`src/sopc_regs.svh`:
```
// named constants for the serial output pin state control block
// assumes inclusion by bare name from every design file that needs it
`ifndef SOPC_REGS_SVH
`define SOPC_REGS_SVH

// ****************************************
// widths
// ****************************************
`define SOPC_FSEL_W      3
`define SOPC_RB_W        24
`define SOPC_SYNC_W      5

// ****************************************
// synchroniser lane positions
// ****************************************
`define SOPC_LN_CE       0
`define SOPC_LN_SCLK     1
`define SOPC_LN_IO1      2
`define SOPC_LN_IO2      3
`define SOPC_LN_PIN      4

// ****************************************
// reset values and counts
// ****************************************
`define SOPC_RST_SYNC    5'h00
`define SOPC_RST_RB      24'h000000
`define SOPC_RB_MSB      23

`endif

```
`src/sopc_pkg.sv`:
```
// types shared by the serial output pin state control block
// assumes sopc_regs.svh is available on the include path
package sopc_pkg;

    // ****************************************
    // transfer mode decoded by the serial address logic
    // ****************************************
    typedef enum logic [1:0] {
        SOPC_MODE_NONE = 2'h0,
        SOPC_MODE_WR1  = 2'h1,
        SOPC_MODE_WR2  = 2'h2,
        SOPC_MODE_RD   = 2'h3
    } sopc_mode_t;

    // ****************************************
    // output function select encodings
    // ****************************************
    typedef enum logic [2:0] {
        SOPC_FN_OPEN  = 3'h0,
        SOPC_FN_LOW   = 3'h1,
        SOPC_FN_DONE  = 3'h2,
        SOPC_FN_IO1   = 3'h3,
        SOPC_FN_IO2   = 3'h4,
        SOPC_FN_RSV5  = 3'h5,
        SOPC_FN_RSV6  = 3'h6,
        SOPC_FN_RSV7  = 3'h7
    } sopc_func_t;

    // ****************************************
    // transfer state
    // ****************************************
    typedef enum logic [1:0] {
        SOPC_ST_IDLE  = 2'h0,
        SOPC_ST_WRITE = 2'h1,
        SOPC_ST_READ  = 2'h2,
        SOPC_ST_SPARE = 2'h3
    } sopc_state_t;

    // open-drain pin drive: value is always low, oe_n low while pulling
    typedef struct packed {
        logic value;
        logic oe_n;
    } sopc_pin_t;

    // general-purpose pin view
    typedef struct packed {
        logic is_output;
        logic level;
    } sopc_gpio_t;

endpackage

```
`src/sopc_ctrl.sv`:
```
// serial output pin state control: decides open, low or read-back drive
// assumes mode, function select and count events come from logic on sys_clk_i;
// transfer select, serial clock and general-purpose pins arrive asynchronously
`timescale 1ns/1ps
`include "sopc_regs.svh"

module sopc_ctrl (
    input  wire logic                    sys_clk_i,
    input  wire logic                    sys_rst_i,
    input  wire logic                    xfer_select_pin_i,
    input  wire logic                    serial_clock_pin_i,
    input  wire sopc_pkg::sopc_mode_t    xfer_mode_i,
    input  wire logic [`SOPC_RB_W-1:0]   read_word_i,
    input  wire logic                    out_function_sel_b0_i,
    input  wire logic                    out_function_sel_b1_i,
    input  wire logic                    out_function_sel_b2_i,
    input  wire logic                    count_start_bit_i,
    input  wire logic                    count_finished_i,
    input  wire logic                    gpio1_pin_i,
    input  wire logic                    gpio1_is_output_i,
    input  wire logic                    gpio2_pin_i,
    input  wire logic                    gpio2_is_output_i,
    input  wire logic                    serial_out_pin_i,
    output logic                         serial_out_pin_o,
    output logic                         serial_out_pin_oe_n_o,
    output logic                         count_done_indication_o,
    output logic                         xfer_active_o,
    output logic                         serial_out_level_o
);

    // ****************************************
    // pin synchronisation
    // ****************************************
    logic [`SOPC_SYNC_W-1:0] pin_async;
    logic [`SOPC_SYNC_W-1:0] pin_lvl;
    logic [`SOPC_SYNC_W-1:0] pin_rise;
    logic [`SOPC_SYNC_W-1:0] pin_fall;

    assign pin_async = {serial_out_pin_i, gpio2_pin_i, gpio1_pin_i, serial_clock_pin_i, xfer_select_pin_i};

    sopc_sync u_sync (
        .sys_clk_i (sys_clk_i),
        .sys_rst_i (sys_rst_i),
        .async_i   (pin_async),
        .level_o   (pin_lvl),
        .rise_o    (pin_rise),
        .fall_o    (pin_fall)
    );

    logic ce_rise;
    logic ce_fall;
    logic sclk_fall;

    assign ce_rise   = pin_rise[`SOPC_LN_CE];
    assign ce_fall   = pin_fall[`SOPC_LN_CE];
    assign sclk_fall = pin_fall[`SOPC_LN_SCLK];

    sopc_pkg::sopc_gpio_t gpio1;
    sopc_pkg::sopc_gpio_t gpio2;

    assign gpio1 = '{is_output: gpio1_is_output_i, level: pin_lvl[`SOPC_LN_IO1]};
    assign gpio2 = '{is_output: gpio2_is_output_i, level: pin_lvl[`SOPC_LN_IO2]};

    sopc_pkg::sopc_func_t fsel;

    assign fsel = sopc_pkg::sopc_func_t'({out_function_sel_b2_i, out_function_sel_b1_i, out_function_sel_b0_i});

    // ****************************************
    // helpers
    // ****************************************
    // open drain: pulling low is the only driven level
    function automatic sopc_pkg::sopc_pin_t od_drive(input logic pull_low);
        sopc_pkg::sopc_pin_t p;
        p.value = 1'b0;
        p.oe_n  = ~pull_low;
        return p;
    endfunction

    // a mirrored pin set as output cannot be echoed, so the line stays open
    function automatic logic gpio_pull(input sopc_pkg::sopc_gpio_t g);
        return ~g.is_output & ~g.level;
    endfunction

    // ****************************************
    // transfer state
    // ****************************************
    sopc_pkg::sopc_state_t st_r;
    sopc_pkg::sopc_state_t st_nxt;

    always_comb begin
        st_nxt = st_r;
        case (st_r)
            sopc_pkg::SOPC_ST_IDLE: begin
                if (ce_rise) begin
                    case (xfer_mode_i)
                        sopc_pkg::SOPC_MODE_WR1: st_nxt = sopc_pkg::SOPC_ST_WRITE;
                        sopc_pkg::SOPC_MODE_WR2: st_nxt = sopc_pkg::SOPC_ST_WRITE;
                        sopc_pkg::SOPC_MODE_RD:  st_nxt = sopc_pkg::SOPC_ST_READ;
                        default:                 st_nxt = sopc_pkg::SOPC_ST_IDLE;
                    endcase
                end
            end
            sopc_pkg::SOPC_ST_WRITE: begin
                if (ce_fall) begin
                    st_nxt = sopc_pkg::SOPC_ST_IDLE;
                end
            end
            sopc_pkg::SOPC_ST_READ: begin
                if (ce_fall) begin
                    st_nxt = sopc_pkg::SOPC_ST_IDLE;
                end
            end
            default: begin
                st_nxt = sopc_pkg::SOPC_ST_IDLE;
            end
        endcase
    end

    always_ff @(posedge sys_clk_i or posedge sys_rst_i) begin
        if (sys_rst_i) begin
            st_r <= sopc_pkg::SOPC_ST_IDLE;
        end else begin
            st_r <= st_nxt;
        end
    end

    // ****************************************
    // read-back shifter
    // ****************************************
    logic [`SOPC_RB_W-1:0] shift_r;

    // first bit is presented from transfer select rise, the next on each clock fall
    // ones fill behind the word so surplus clocks leave the pin open
    always_ff @(posedge sys_clk_i or posedge sys_rst_i) begin
        if (sys_rst_i) begin
            shift_r <= `SOPC_RST_RB;
        end else if (ce_rise && xfer_mode_i == sopc_pkg::SOPC_MODE_RD) begin
            shift_r <= read_word_i;
        end else if (st_r == sopc_pkg::SOPC_ST_READ && sclk_fall) begin
            shift_r <= {shift_r[`SOPC_RB_MSB-1:0], 1'b1};
        end
    end

    // ****************************************
    // count done indication
    // ****************************************
    logic done_r;
    logic start_prev_r;
    logic start_rise;

    assign start_rise = count_start_bit_i & ~start_prev_r;

    always_ff @(posedge sys_clk_i or posedge sys_rst_i) begin
        if (sys_rst_i) begin
            start_prev_r <= 1'b0;
        end else begin
            start_prev_r <= count_start_bit_i;
        end
    end

    // a finish in the same cycle as a clear is kept
    always_ff @(posedge sys_clk_i or posedge sys_rst_i) begin
        if (sys_rst_i) begin
            done_r <= 1'b0;
        end else if (count_finished_i) begin
            done_r <= 1'b1;
        end else if (start_rise && fsel == sopc_pkg::SOPC_FN_DONE) begin
            done_r <= 1'b0;
        end else if (ce_rise) begin
            done_r <= 1'b0;
        end
    end

    // ****************************************
    // pin decision
    // ****************************************
    logic pull_nxt;

    always_comb begin
        pull_nxt = 1'b0;
        case (st_r)
            sopc_pkg::SOPC_ST_WRITE: begin
                pull_nxt = 1'b0;
            end
            sopc_pkg::SOPC_ST_READ: begin
                pull_nxt = ~shift_r[`SOPC_RB_MSB];
            end
            default: begin
                case (fsel)
                    sopc_pkg::SOPC_FN_LOW:  pull_nxt = 1'b1;
                    sopc_pkg::SOPC_FN_DONE: pull_nxt = done_r;
                    sopc_pkg::SOPC_FN_IO1:  pull_nxt = gpio_pull(gpio1);
                    sopc_pkg::SOPC_FN_IO2:  pull_nxt = gpio_pull(gpio2);
                    default:                pull_nxt = 1'b0;
                endcase
            end
        endcase
    end

    sopc_pkg::sopc_pin_t pin_r;

    // registered so the pin never glitches while the decision settles
    always_ff @(posedge sys_clk_i or posedge sys_rst_i) begin
        if (sys_rst_i) begin
            pin_r <= '{value: 1'b0, oe_n: 1'b1};
        end else begin
            pin_r <= od_drive(pull_nxt);
        end
    end

    assign serial_out_pin_o        = pin_r.value;
    assign serial_out_pin_oe_n_o   = pin_r.oe_n;
    assign count_done_indication_o = done_r;
    assign xfer_active_o           = (st_r != sopc_pkg::SOPC_ST_IDLE);
    assign serial_out_level_o      = pin_lvl[`SOPC_LN_PIN];

endmodule

```
`src/sopc_sync.sv`:
```
// two-stage synchroniser with edge pulses for the pins of the block
// assumes all lanes are asynchronous to sys_clk_i
`timescale 1ns/1ps
`include "sopc_regs.svh"
module sopc_sync (
    input  wire logic                      sys_clk_i,
    input  wire logic                      sys_rst_i,
    input  wire logic [`SOPC_SYNC_W-1:0]   async_i,
    output logic      [`SOPC_SYNC_W-1:0]   level_o,
    output logic      [`SOPC_SYNC_W-1:0]   rise_o,
    output logic      [`SOPC_SYNC_W-1:0]   fall_o
);

    logic [`SOPC_SYNC_W-1:0] meta_r;
    logic [`SOPC_SYNC_W-1:0] stab_r;
    logic [`SOPC_SYNC_W-1:0] prev_r;

    // meta_r is read only by stab_r
    always_ff @(posedge sys_clk_i or posedge sys_rst_i) begin
        if (sys_rst_i) begin
            meta_r <= `SOPC_RST_SYNC;
            stab_r <= `SOPC_RST_SYNC;
            prev_r <= `SOPC_RST_SYNC;
        end else begin
            meta_r <= async_i;
            stab_r <= meta_r;
            prev_r <= stab_r;
        end
    end

    assign level_o = stab_r;
    assign rise_o  = stab_r & ~prev_r;
    assign fall_o  = ~stab_r & prev_r;

endmodule
```
`config.mk`:
```
export PLATFORM = sky130hd
export DESIGN_NAME = sopc_ctrl
export DESIGN_NICKNAME = d
export VERILOG_FILES = /design/src/sopc_pkg.sv /design/src/sopc_ctrl.sv /design/src/sopc_sync.sv
export VERILOG_INCLUDE_DIRS = /design/src
export SDC_FILE = /design/constraint.sdc
export NUM_CORES = 1
export LEC_CHECK = 0
export BUFFER_PORTS_ARGS = -buffer_cell sky130_fd_sc_hd__buf_4
export CAP_MARGIN = 20
export CORE_MARGIN = 5
export CORE_UTILIZATION = 53
export CTS_CLUSTER_DIAMETER = 150
export DETAILED_ROUTE_END_ITERATION = 6
export MAX_ROUTING_LAYER = met4
export PLACE_DENSITY_LB_ADDON = 0.3
export SKIP_CTS_REPAIR_TIMING = 1
export SYNTH_ARGS = -nofsm -noshare
export SYNTH_HDL_FRONTEND = slang
export SYNTH_HIERARCHICAL = 1
export SYNTH_SLANG_ARGS = --single-unit
```
`constraint.sdc`:
```
create_clock -name sys_clk_i -period 1.8 [get_ports sys_clk_i]
set_clock_uncertainty 0.15 [all_clocks]
set_input_delay 0.18 -clock sys_clk_i [delete_from_list [all_inputs] [get_ports sys_clk_i]]
set_output_delay 0.18 -clock sys_clk_i [all_outputs]
set_load 0.005 [all_outputs]
```
Word-level counts from Yosys, hierarchy flattened
Index checks and enable logic that the tools add are counted.
Storage, ports and cells
  bits of input ports: 40
  output and inout port bits: 5
  bits in registers: 41
  logic and storage cells: 54
Cells by class
  eq/ne operators: 11
  bitwise operators: 14
  muxes and demuxes: 11
  reductions and logical operators: 10
Operators with widths (count)
  $mux 24: 2
  $not 1->1: 8
  $pmux 2 s2: 2
  $eq 2x2->1 const B: 3
  $eq 3x2->1 const B: 2
  $and 1x1->1: 4
  $eq 2x1->1 const B: 2
  $mux 2: 2
  $pmux 1 s4: 1
  $reduce_bool 2->1: 2
  $reduce_or 2->1: 2
  $eq 3x1->1 const B: 1
  $eq 3x3->1 const B: 1
  $logic_and 1x1->1: 3
  $mux 1: 3
  $reduce_bool 3->1: 1
  $and 2x2->2: 1
  $logic_not 2->1: 1
  $ne 2x1->1 const B: 1
  $ne 2x2->1 const B: 1
  $not 2->2: 1
  $pmux 1 s2: 1
  $reduce_and 2->1: 1

Longest topological paths before layout
  depth after elaboration: 5
  depth in mapped cells: 6

By module
Netlist, hierarchy kept.
By module, submodules not included
  sopc_ctrl: instances 1, cells each 141, area each 1453.9 um2
  sopc_sync: instances 1, cells each 26, area each 466.7 um2

Worst setup path before layout
OpenSTA, ideal clock, no wires.
  path kind: register to register
  start: reg st_r[0]
  end: reg shift_r[10]
  arrival time: 1136 ps
  required time: 1517 ps
  path buffers: 1
  slack: 381 ps
  cell stages (with the launch flop): 7
  clock period less this slack: 1419 ps
  cells stage by stage: dfrtp_1 inv_1 ha_1 nand2_2 buf_6 mux2i_1 o21ai_0
On the way
  word-level cells in the longest chain between the ends: 3
Ends and longest elaborated chain
  start: declaration: line sopc_ctrl.sv:87  | sopc_pkg::sopc_state_t st_r;
  start signal: assignment: line sopc_ctrl.sv:121  | st_r <= sopc_pkg::SOPC_ST_IDLE;
  start signal: assignment: line sopc_ctrl.sv:123  | st_r <= st_nxt;
  $eq 2x2->1: line sopc_ctrl.sv:139  | end else if (st_r == sopc_pkg::SOPC_ST_READ && sclk_fall) begin
  $logic_and 1x1->1: line sopc_ctrl.sv:139
  $reduce_bool 2->1 (no line)
  end signal: assignment: line sopc_ctrl.sv:136  | shift_r <= `SOPC_RST_RB;
  end signal: assignment: line sopc_ctrl.sv:138  | shift_r <= read_word_i;
  end signal: assignment: line sopc_ctrl.sv:140  | shift_r <= {shift_r[`SOPC_RB_MSB-1:0], 1'b1};
  end: declaration: line sopc_ctrl.sv:130  | logic [`SOPC_RB_W-1:0] shift_r;
No other way between the ends.
A chain may end at the register's enable or synchronous reset.

Worst setup path in the final report
  start: reg st_r[1]
  end: out xfer_active_o
On the way
  word-level cells in the longest chain between the ends: 1
Ends and longest elaborated chain
  $reduce_bool 2->1: line sopc_ctrl.sv:214  | assign xfer_active_o = (st_r != sopc_pkg::SOPC_ST_IDLE);
  end: declaration: line sopc_ctrl.sv:27  | output logic xfer_active_o,
No other way between the ends.

==> results.tsv <==
stage	metric	value	unit
setup_path	arrival	1.23	ns
setup_path	r2r_end	shift_r[2]	
timing	setup-tns-final	0	ns
detailed_routing	wl	3720	um
global_routing	grt_use_total	16.4	%
synthesis	syn-cell-area	1780	um2
detailed_routing	wire_per_inst	13.3	um
run_status	status	completed	
finish	area_growth	43.1	%
setup_path	max_stage_delay	0.41	ns
clocking	cts_tree	built	
setup_path	end_kind	primary output	
clocking	cts_buffers	5	
die	dieArea	4630	um2
setup_path	r2r_slack	0.27	ns
clocking	clock-root-buffer	clkbuf_4	
global_routing	antenna_found_initial	0	
finish	final_layout_size_suffix_gt1_share	25.6	%
clocking	cts_max_level	2	
placement	io_buffers	43	
timing	rsz0062_at_grt	false	
setup_path	crit_chain	inv_1, ha_1, inv_1, buf_4	
synthesis	syn_nets	201	
finish	n_antenna_cell	0	
detailed_routing	viasPerCell	4.95	
synthesis	syn_inst	157	
flow_run	maxCapViolCount	0	
timing	fmax	0.641	GHz
setup_path	r2r-start	st_r[0]	
setup_path	path_max_fanout	3	
global_routing	grt-ovfl-total	0	
setup_path	slowest_stage	dfrtp_1	
worst_hold_path	hold_class	input port to register	
pwr	ir_drop	0.000666	V
timing	setup_viol	0	
pwr	p_leak	0.00130	uW
detailed_routing	drt_iter0_drc	61	
die	core-area	3310	um2
setup_path	r2r_cells	6	
placement	dpl_worst_slack	0.273	ns
finish	final_common_cell	buf_4	
setup_path	start_kind	register	
setup_path	worst-endpoint-required	1.47	ns
pwr	cellPowerDensity	1090	nW/um2
global_routing	grt_pass1_wl	5460	um
worst_hold_path	hold_path_end	serial_out_pin_oe_n_o	
clocking	numClockSinks	41	
timing	fin_crit	1.56	ns
worst_hold_path	worstHoldPathCells	3	
synthesis	synth_warnings	6	
timing	setup_slack	0.239	ns
global_routing	grt_pass1_vias	1291	
clocking	clk_path_buf_depth	2	
finish	fin_nets	277	
die	die_w	68.0	um
die	rows	21	
placement	dp_hpwl	2380	um
die	io_pins	45	
global_routing	grt_start_max_net_pins	49	
setup_path	cpMostUsedCell	inv_1	
die	die_h	68.0	um
clocking	clk_pin_slew	0.12	ns
timing	finalCritPeriodShare	86.7	%
finish	fin_area	2550	um2
placement	finalWeightedCongestion	0.678	
clocking	clock_latency	0.34	ns
timing	hold_viol_final	0	
detailed_routing	num_vias	1386	
detailed_routing	ant_nets	0	
detailed_routing	drc	0	
placement	postPlaceCellArea	2130	um2
worst_hold_path	hold_start	out_function_sel_b1_i	
detailed_routing	drtPass1Iterations	4	
synthesis	syn_avg_cell_area	11.4	um2
setup_path	criticalPathCategory	register to primary output	
timing	drv_slew	0	
die	start_util	53.9	%
finish	final_cell_mix	44 x buf_4, 40 x dfrtp_1, 32 x dlygate4sd3_1, 27 x nand2_1, 24 x mux2i_1	
sequential cells by signal, indices dropped and copies added, names as in the netlist:
signal	cells
u_sync/prev_r	2
start_prev_r	1
count_done_indication_o	1
shift_r	24
u_sync/level_o	5
serial_out_pin_oe_n_o	1
u_sync/meta_r	5
st_r	2
power by group:
part | switching (uW) | leakage [uW] | internal, uW
logic | 285 | 0.000749 | 355
clock network | 290 | 0.0000558 | 437
registers | 175 | 0.000496 | 1230
critical path, delay by kind of cell (launching register included):
family	cells	cell delay (ns)
flops	1	0.41
buf+inv	3	0.30
fa+ha+maj	1	0.18
final cells by class:
| class | instances | area, um2 |
|---|---|---|
| fillers | 236 | 757 |
| flip-flops and latches | 41 | 1030 |
| clock inverters | 3 | 68.8 |
| inverters | 6 | 22.5 |
| clock buffers | 5 | 37.5 |
| repair buffers | 77 | 671 |
| multi-input cells | 102 | 669 |
| well taps | 46 | 57.6 |
stage by stage:
stage	hold slack, ns	utilization [%]	cells	total power [uW]
floorplan	-0.105	-	157	1760
global placement	0.0490	64.2	240	1940
detailed placement	0.0592	64.2	240	2000
CTS	-0.334	67.5	248	2740
global route	0.0205	77.1	280	2980
finish	0.0184	77.1	280	2770
worst max-delay path by stage:
stage | from | to | slack, ns | cells after the start
detailed placement | st_r[0] | shift_r[19] | 0.27 | 6
CTS | st_r[1] | xfer_active_o | 0.22 | 4
floorplan | st_r[0] | shift_r[10] | 0.38 | 6
finish | st_r[1] | xfer_active_o | 0.24 | 4
global route | u_sync/prev_r[0] | shift_r[17] | 0.14 | 4
global placement | st_r[0] | shift_r[1] | 0.33 | 6
routing by layer:
layer / wire length [um] / track usage, % / up-vias
met1: 1500 / 17.9 / 659
met2: 1990 / 28.2 / 30
met4: 76 / 5.21 / 0
met5: 0 / - / -
met3: 156 / 5.58 / 11
li1: - / - / 686
Note: power is estimated with default switching activity, not from simulation.
